## config.mk

```make
export PLATFORM = sky130hd
export DESIGN_NAME = rscl_strap_latch
export DESIGN_NICKNAME = d
export VERILOG_FILES = /design/src/logic/rscl_capture.v /design/src/logic/rscl_strap_latch.v
export VERILOG_INCLUDE_DIRS = /design/src /design/src/pkg
export SDC_FILE = /design/constraint.sdc
export NUM_CORES = 1
export LEC_CHECK = 0
export BUFFER_PORTS_ARGS = -buffer_cell sky130_fd_sc_hd__buf_2
export CORE_MARGIN = 5
export CORE_UTILIZATION = 25
export CTS_BUF_LIST = sky130_fd_sc_hd__clkbuf_2 sky130_fd_sc_hd__clkbuf_4 sky130_fd_sc_hd__clkbuf_8
export DETAILED_ROUTE_END_ITERATION = 8
export GPL_TIMING_DRIVEN = 1
export PLACE_DENSITY = 0.5
export RECOVER_POWER = 100
export SLEW_MARGIN = 20
export SYNTH_ARGS = -nofsm -noshare
export SYNTH_HDL_FRONTEND = slang
export SYNTH_SLANG_ARGS = --single-unit
```

## constraint.sdc

```tcl
create_clock -name clk_i -period 1.79 [get_ports clk_i]
set_input_delay 0.537 -clock clk_i [delete_from_list [all_inputs] [get_ports clk_i]]
set_output_delay 0.537 -clock clk_i [all_outputs]
set_load 0.005 [all_outputs]
```

## src/pkg/rscl_defs.vh

```
// Strap field positions, reset defaults and selection codes for the strap latch
`ifndef RSCL_DEFS_VH
`define RSCL_DEFS_VH

// Host data pin positions carrying straps
`define RSCL_HD_WIDTH        16
`define RSCL_HD_BOOT_LO      3
`define RSCL_HD_BOOT_HI      4
`define RSCL_HD_ENDIAN       8
`define RSCL_HD_LANE_FIX     12
`define RSCL_HD_HOST_EN      14

// Values held while reset is asserted (documented defaults)
`define RSCL_RST_LANE_FIX    1'b1
`define RSCL_RST_LITTLE      1'b1
`define RSCL_RST_BOOT        2'h1
`define RSCL_RST_CLK_SRC     1'b1
`define RSCL_RST_HOST_EN     1'b1
`define RSCL_RST_LANE        1'b0
`define RSCL_RST_BOOT_HOST   1'b0
`define RSCL_RST_BOOT_ROM    1'b1
`define RSCL_RST_ROM_WIDTH   2'h1
`define RSCL_RST_CLK_RES     1'b0
`define RSCL_RST_AUDIO       1'b0
`define RSCL_RST_GP          16'h0000
`define RSCL_RST_VALID       1'b0

// Boot select codes
`define RSCL_BOOT_HOST       2'h0
`define RSCL_BOOT_ROM8       2'h1
`define RSCL_BOOT_ROM16      2'h2
`define RSCL_BOOT_ROM32      2'h3

// ROM width codes: 0 none, 1 8-bit, 2 16-bit, 3 32-bit
`define RSCL_ROMW_NONE       2'h0
`define RSCL_ROMW_8          2'h1
`define RSCL_ROMW_16         2'h2
`define RSCL_ROMW_32         2'h3

// Byte lane codes for narrow memory data
`define RSCL_LANE_LOW        1'b0
`define RSCL_LANE_HIGH       1'b1

// Shared general-purpose pins released when the host port is off (15:8, 3, 1, 0)
`define RSCL_GP_WIDTH        16
`define RSCL_GP_SHARED_MASK  16'hff0b

`endif

```

## src/logic/rscl_capture.v

```verilog
// Release-edge capture register for a group of strap bits
`timescale 1ns/100ps
`include "rscl_defs.vh"

module rscl_capture #(
    parameter                  WIDTH    = 6,
    parameter [WIDTH-1:0]      RST_VAL  = {WIDTH{1'b0}}
) (
    // Clock and reset
    input  wire                clk_i,
    input  wire                rst_b_i,
    // Strap levels
    input  wire [WIDTH-1:0]    strap_i,
    // Captured values
    output reg  [WIDTH-1:0]    held_o,
    output reg                 done_o
);

    // Reset loads constants only; pins are sampled on the first clocked edge after release
    always @(posedge clk_i or negedge rst_b_i) begin
        if (!rst_b_i) begin
            held_o <= RST_VAL;
            done_o <= 1'b0;
        end else if (!done_o) begin
            held_o <= strap_i;
            done_o <= 1'b1;
        end
    end

endmodule

```

## src/logic/rscl_strap_latch.v

```verilog
// Configuration strap latch: captures straps at reset release and decodes them
`timescale 1ns/100ps
`include "rscl_defs.vh"

// What this block does
// - Lane fix low: narrow data on low lane
// - Lane fix high, little endian: low lane
// - Lane fix high, big endian: high lane
// - Endian strap 0 big, 1 little
// - Boot code 00: host port boot
// - Codes 01/10/11: ROM boot 8/16/32 bits
// - Clock strap 1 selects square wave input
// - Host enable strap latched, selects pin owner
// - Host enable 0: audio port and GP pins
// - Host enable 1: host port owns pins
// - No software path changes pin selection
module rscl_strap_latch (
    // Clock and reset
    input  wire                        clk_i,
    input  wire                        rst_b_i,
    // Strap pins
    input  wire [`RSCL_HD_WIDTH-1:0]   host_data_pins_i,
    input  wire                        clock_source_strap_i,
    // Memory lane steering
    output reg                         little_endian_flag_o,
    output reg                         big_endian_lane_fix_o,
    output reg                         narrow_data_lane_o,
    // Boot selection
    output reg  [1:0]                  boot_select_o,
    output reg                         boot_host_port_o,
    output reg                         boot_rom_o,
    output reg  [1:0]                  boot_rom_width_o,
    // Clock source
    output reg                         clk_src_square_wave_o,
    output reg                         clk_src_reserved_o,
    // Shared pin ownership
    output reg                         host_port_enable_o,
    output reg                         audio_serial_port_one_enable_o,
    output reg  [`RSCL_GP_WIDTH-1:0]   shared_gp_enable_o,
    // Capture status
    output reg                         straps_valid_o
);

    localparam [5:0] RST_STRAPS = {`RSCL_RST_HOST_EN, `RSCL_RST_CLK_SRC,
                                   `RSCL_RST_LANE_FIX, `RSCL_RST_LITTLE,
                                   `RSCL_RST_BOOT};

    wire [5:0] strap_now;
    wire [5:0] held;
    wire       done;

    wire       lane_fix_strap_pin;
    wire       endian_strap_pin;
    wire [1:0] boot_select_strap_pins;
    wire       host_port_enable_strap;

    // Pin inputs are synchronous to clk_i; no synchroniser stage is needed
    assign lane_fix_strap_pin     = host_data_pins_i[`RSCL_HD_LANE_FIX];
    assign endian_strap_pin       = host_data_pins_i[`RSCL_HD_ENDIAN];
    assign boot_select_strap_pins = host_data_pins_i[`RSCL_HD_BOOT_HI:`RSCL_HD_BOOT_LO];
    assign host_port_enable_strap = host_data_pins_i[`RSCL_HD_HOST_EN];

    assign strap_now = {host_port_enable_strap, clock_source_strap_i,
                        lane_fix_strap_pin, endian_strap_pin, boot_select_strap_pins};

    // Single capture point; no write port exists, so nothing but reset reloads it
    rscl_capture #(
        .WIDTH   (6),
        .RST_VAL (RST_STRAPS)
    ) u_capture (
        .clk_i   (clk_i),
        .rst_b_i (rst_b_i),
        .strap_i (strap_now),
        .held_o  (held),
        .done_o  (done)
    );

    wire       held_host_en = held[5];
    wire       held_clk_src = held[4];
    wire       held_lane    = held[3];
    wire       held_little  = held[2];
    wire [1:0] held_boot    = held[1:0];

    // Capture sequencer, one-hot: wait for release, load the decode once, then lock
    localparam [2:0] ST_WAIT   = 3'h1;
    localparam [2:0] ST_DECODE = 3'h2;
    localparam [2:0] ST_LOCKED = 3'h4;

    localparam [`RSCL_GP_WIDTH-1:0] GP_SHARED = `RSCL_GP_SHARED_MASK;

    reg [2:0]                 state;
    reg [2:0]                 next_state;
    reg                       load_outputs;

    // Decoded values presented to the output registers
    reg                       next_little;
    reg                       next_lane_fix;
    reg                       next_lane;
    reg [1:0]                 next_boot_select;
    reg [3:0]                 boot_hot;
    reg                       next_boot_host;
    reg                       next_boot_rom;
    reg [1:0]                 next_rom_width;
    reg                       next_clk_square;
    reg                       next_clk_reserved;
    reg                       next_host_port;
    reg                       next_audio_port;
    wire [`RSCL_GP_WIDTH-1:0] next_gp;

    // Straps enter the capture register on the first edge out of reset and the
    // decode is loaded on the next; from then on only a state upset reloads the outputs, with the same held straps
    always @* begin
        next_state   = state;
        load_outputs = 1'b0;
        case (state)
            ST_WAIT: begin
                next_state = ST_DECODE;
            end
            ST_DECODE: begin
                // Guards against loading before the capture has happened
                if (done) begin
                    load_outputs = 1'b1;
                    next_state   = ST_LOCKED;
                end
            end
            ST_LOCKED: begin
                next_state = ST_LOCKED;
            end
            default: begin
                // An upset code restarts the pass; the held straps do not change,
                // so the reload shows nothing new
                next_state = ST_WAIT;
            end
        endcase
    end

    always @(posedge clk_i or negedge rst_b_i) begin
        if (!rst_b_i) begin
            state <= ST_WAIT;
        end else begin
            state <= next_state;
        end
    end

    // Endianness: strap 0 runs big-endian, 1 little-endian
    always @* begin
        if (held_little) begin
            next_little = 1'b1;
        end else begin
            next_little = 1'b0;
        end
        next_lane_fix = held_lane;
    end

    // Narrow data lane; only the corrected big-endian case uses the top lane
    always @* begin
        case ({held_lane, held_little})
            2'h3: begin
                next_lane = `RSCL_LANE_LOW;
            end
            2'h2: begin
                next_lane = `RSCL_LANE_HIGH;
            end
            default: begin
                next_lane = `RSCL_LANE_LOW;
            end
        endcase
    end

    // One-hot view of the boot code, so each boot source is a single bit
    always @* begin
        case (held_boot)
            `RSCL_BOOT_HOST: begin
                boot_hot = 4'h1;
            end
            `RSCL_BOOT_ROM8: begin
                boot_hot = 4'h2;
            end
            `RSCL_BOOT_ROM16: begin
                boot_hot = 4'h4;
            end
            default: begin
                boot_hot = 4'h8;
            end
        endcase
    end

    // Boot source and ROM width follow from the one-hot code
    always @* begin
        next_boot_select = held_boot;
        next_boot_host   = boot_hot[0];
        next_boot_rom    = |boot_hot[3:1];
        if (boot_hot[3]) begin
            next_rom_width = `RSCL_ROMW_32;
        end else if (boot_hot[2]) begin
            next_rom_width = `RSCL_ROMW_16;
        end else if (boot_hot[1]) begin
            next_rom_width = `RSCL_ROMW_8;
        end else begin
            next_rom_width = `RSCL_ROMW_NONE;
        end
    end

    // Reserved clock code is passed on and flagged rather than blocked, so the
    // system can report a board fault; like the other straps, the pin is sampled once, on the first edge after release
    always @* begin
        if (held_clk_src) begin
            next_clk_square   = 1'b1;
            next_clk_reserved = 1'b0;
        end else begin
            next_clk_square   = 1'b0;
            next_clk_reserved = 1'b1;
        end
    end

    // Pin ownership comes from the latched strap alone; no write path reaches it,
    // so software cannot move the shared pins between peripherals
    always @* begin
        if (held_host_en) begin
            next_host_port  = 1'b1;
            next_audio_port = 1'b0;
        end else begin
            next_host_port  = 1'b0;
            next_audio_port = 1'b1;
        end
    end

    // One gate per general-purpose pin; pins outside the shared set never open,
    // whatever the strap says
    genvar g;
    generate
        for (g = 0; g < `RSCL_GP_WIDTH; g = g + 1) begin : gen_gp
            assign next_gp[g] = GP_SHARED[g] & ~held_host_en;
        end
    endgenerate

    // Output registers show the defaults while reset is low and load once (again only after a state upset)
    // after release, so late pin activity has no path to them
    always @(posedge clk_i or negedge rst_b_i) begin
        if (!rst_b_i) begin
            little_endian_flag_o           <= `RSCL_RST_LITTLE;
            big_endian_lane_fix_o          <= `RSCL_RST_LANE_FIX;
            narrow_data_lane_o             <= `RSCL_RST_LANE;
        end else if (load_outputs) begin
            little_endian_flag_o           <= next_little;
            big_endian_lane_fix_o          <= next_lane_fix;
            narrow_data_lane_o             <= next_lane;
        end
    end

    // Boot selection
    always @(posedge clk_i or negedge rst_b_i) begin
        if (!rst_b_i) begin
            boot_select_o                  <= `RSCL_RST_BOOT;
            boot_host_port_o               <= `RSCL_RST_BOOT_HOST;
            boot_rom_o                     <= `RSCL_RST_BOOT_ROM;
            boot_rom_width_o               <= `RSCL_RST_ROM_WIDTH;
        end else if (load_outputs) begin
            boot_select_o                  <= next_boot_select;
            boot_host_port_o               <= next_boot_host;
            boot_rom_o                     <= next_boot_rom;
            boot_rom_width_o               <= next_rom_width;
        end
    end

    // Clock source
    always @(posedge clk_i or negedge rst_b_i) begin
        if (!rst_b_i) begin
            clk_src_square_wave_o          <= `RSCL_RST_CLK_SRC;
            clk_src_reserved_o             <= `RSCL_RST_CLK_RES;
        end else if (load_outputs) begin
            clk_src_square_wave_o          <= next_clk_square;
            clk_src_reserved_o             <= next_clk_reserved;
        end
    end

    // Shared pin ownership
    always @(posedge clk_i or negedge rst_b_i) begin
        if (!rst_b_i) begin
            host_port_enable_o             <= `RSCL_RST_HOST_EN;
            audio_serial_port_one_enable_o <= `RSCL_RST_AUDIO;
            shared_gp_enable_o             <= `RSCL_RST_GP;
        end else if (load_outputs) begin
            host_port_enable_o             <= next_host_port;
            audio_serial_port_one_enable_o <= next_audio_port;
            shared_gp_enable_o             <= next_gp;
        end
    end

    // Valid rises with the load and stays up until the next reset
    always @(posedge clk_i or negedge rst_b_i) begin
        if (!rst_b_i) begin
            straps_valid_o                 <= `RSCL_RST_VALID;
        end else if (load_outputs) begin
            straps_valid_o                 <= done;
        end
    end

endmodule

```

==> out/metrics.json <==
{
  "setup_viol_count_final": 0,
  "ys_warn_count": 0,
  "detail_route.wl_per_cell_um": 12.10,
  "first_iter_violations": 35,
  "cts_max_path_buffers": 2,
  "clock_tree.root_cell": "clkbuf_8",
  "syn_inst": 80,
  "crit_slowest_cell": "and4bb_2",
  "antennaDiodeCount": 0,
  "num_vias": 603,
  "rows": 24,
  "final_cells": 154,
  "timing.critical_path.cells": "and4bb_2 > mux2_2",
  "max_freq_mhz": 667.9,
  "clkLatencyLatePin_ns": 0.26,
  "hold_slack_ns": 0.4724,
  "max-slew-margin-rel": 0.1851,
  "timing_hold_violations_final": 0,
  "min_period_ns": 1.497,
  "syn_area_per_cell_um2": 13.94,
  "syn2layout_area_growth_pct": 9.203,
  "grt_pass1_wl_um": 3201,
  "remaining_drc_errors": 0,
  "finalInstanceArea_um2": 1217,
  "floorplan_die_width_um": 76.78,
  "worstMarginPinSlew_ns": 1.222,
  "final_layout_size_suffix_gt1_frac": 0.4510,
  "finalSetupTns_ns": 0,
  "clock_sinks": 24,
  "floorplan.die_area_um2": 5894,
  "drt-total-wl_um": 1864,
  "cts_tree": "built",
  "worst-endpoint-arrival_ns": 1.65,
  "boundaryPins": 49,
  "critical_path_peak_fanout": 14,
  "most-common-layout-cells": "20 x buf_2, 12 x clkbuf_1, 11 x dfrtp_1",
  "grt_pass1_vias": 646,
  "unrepaired_setup_endpoints_after_global_routing": "false",
  "gpl.final_weighted_congestion": 0.6769,
  "placeableCoreArea_um2": 4354,
  "most_common_cell_after_layout_fill_and_taps_aside": "buf_2",
  "worst_hold_path_type": "flip-flop to flip-flop",
  "worst-endpoint-required_ns": 1.94,
  "numPlacedInstances": 150,
  "critPathMaxStageDelay_ns": 0.56,
  "ant_nets": 0,
  "finish.net_count": 122,
  "start_kind": "flip-flop",
  "setup.worst_path.class": "flip-flop to flip-flop",
  "report.power.total_mw": 1.883,
  "portBuffers": 32,
  "synth-seq-cells": 24,
  "timing.critical_path.to_type": "flip-flop",
  "floorplan.initialDensity": 0.2560,
  "antenna_found_initial": 0,
  "firstDrtPassIters": 2,
  "leakage_nw": 0.5257,
  "finalMaxSlewViolations": 0,
  "outcome": "complete, no violations",
  "final.period_utilization": 0.8364,
  "vdd.ir_drop.worst_mv": 0.3972,
  "power.density_nw_per_um2": 1546,
  "chipHeight_um": 76.78,
  "post_synthesis_sequential_area_ratio": 0.5533,
  "drv_cap": 0,
  "synthesis.area_um2": 1115,
  "cts.clk_slew.worst_paths_ns": 0.08,
  "skew_ns": 0.002666,
  "dp_hpwl_um": 1397,
  "grt_max_degree": 25,
  "total_routing_usage_gr": 0.06858,
  "yosys.cell_types.count": 21,
  "total_clock_buffers_created_by_cts": 3,
  "avgViaCountPerCell": 3.916,
  "htree_num_levels": 1,
  "placement.cell_area_um2": 1204,
  "grt.overflow.total": 0
}
## per-layer routing
metal,share of wire,up-vias,GRT usage
met5,0,-,0
met4,0.0011,0,0.04196
met3,0.097,2,0.02225
met2,0.50,31,0.1095
met1,0.40,285,0.07889
li1,-,285,-
## what timing repair did
| item | in CTS | in global routing |
|---|---|---|
| hold buffers | 0 | 0 |
| setup buffers | 0 | 0 |
| gates resized for setup | 0 | 1 |
| setup endpoints to repair | 0 | 2 |
## cell families (layout without fill, tap and decap cells)
group                     count (synthesis)  after routing  synth area share
DFF                                      24             24            0.5533
buffers and inverters                    22             40            0.1526
muxes                                    19             19            0.2088
and+or+nand+nor                           8              8           0.05276
AOI/OAI and AO/OA                         4              4           0.01796
other                                     2              6          0.006737
xor gates and xnor gates                  1              1          0.007858
## worst paths after layout
check,from,endpoint,slack (ns),cells past startpoint
setup / recovery,state[2]$_DFFE_PN0P_,boot_rom_width_o[1]$_DFFE_PN0P_,0.29,2
setup reg to reg,state[2]$_DFFE_PN0P_,boot_rom_width_o[1]$_DFFE_PN0P_,0.29,2
max in group asynchronous,rst_b_i,clk_src_reserved_o$_DFFE_PN0P_,0.56,1
hold reg to reg,boot_rom_o$_DFFE_PN1P_,boot_rom_o$_DFFE_PN1P_,0.47,2
hold / removal,boot_rom_o$_DFFE_PN1P_,boot_rom_o$_DFFE_PN1P_,0.47,2
min in group asynchronous,rst_b_i,boot_select_o[1]$_DFFE_PN0P_,0.51,1
## synthesized netlist by cell type
| cell type | n | area share |
|---|---|---|
| a21oi_1 | 2 | 0.0090 |
| and4bb_1 | 1 | 0.011 |
| buf_12 | 1 | 0.018 |
| buf_4 | 17 | 0.11 |
| buf_6 | 1 | 0.010 |
| conb_1 | 2 | 0.0067 |
| dfrtp_1 | 11 | 0.25 |
| dfstp_2 | 13 | 0.31 |
| inv_1 | 3 | 0.010 |
| mux2_2 | 10 | 0.10 |
| mux2_4 | 6 | 0.081 |
| mux2i_1 | 3 | 0.027 |
| nand2b_1 | 1 | 0.0056 |
| nand3b_1 | 1 | 0.0067 |
| nor2_1 | 1 | 0.0034 |
| nor2b_1 | 1 | 0.0056 |
| o21ai_0 | 2 | 0.0090 |
| or2_2 | 1 | 0.0056 |
| or2b_1 | 1 | 0.0067 |
| or3b_2 | 1 | 0.0079 |
| xor2_1 | 1 | 0.0079 |
## metrics by stage
stage / utilization / setup WS, ns
finish: 0.2796 / 0.2928
global route: 0.2796 / 0.2069
CTS: 0.2891 / 0.03309
detailed placement: 0.2764 / 0.06759
global placement: 0.2764 / 0.06975
floorplan: - / 0.3662
## state kept, by name, indices dropped and copies added, names as in the netlist
register / flops
u_capture.held_o: 6
state: 3
boot_rom_width_o: 2
boot_select_o: 2
big_endian_lane_fix_o: 1
boot_host_port_o: 1
boot_rom_o: 1
clk_src_reserved_o: 1
clk_src_square_wave_o: 1
host_port_enable_o: 1
little_endian_flag_o: 1
narrow_data_lane_o: 1
shared_gp_enable_o: 1
straps_valid_o: 1
u_capture.done_o: 1
## area by class of cell
cell class,instances,area [um2]
inverter,3,11.26
multi-input combinational,38,320.3
timing repair buffer,33,148.9
tap,52,65.06
fill,468,3137
clock buffer,4,55.05
sequential,24,616.8
## report_power, final
part           switching, mW  internal, mW  leakage [nW]
Clock                  0.160         0.196        0.0288
Combinational          0.261         0.320         0.230
Sequential             0.150         0.796         0.266
## worst max-delay path: cells and delay by family (launching register included)
family,cells,cell delay (ns)
simple gates,1,0.56
flops,1,0.43
mux,1,0.38
Note: power is estimated with default switching activity, not from simulation.
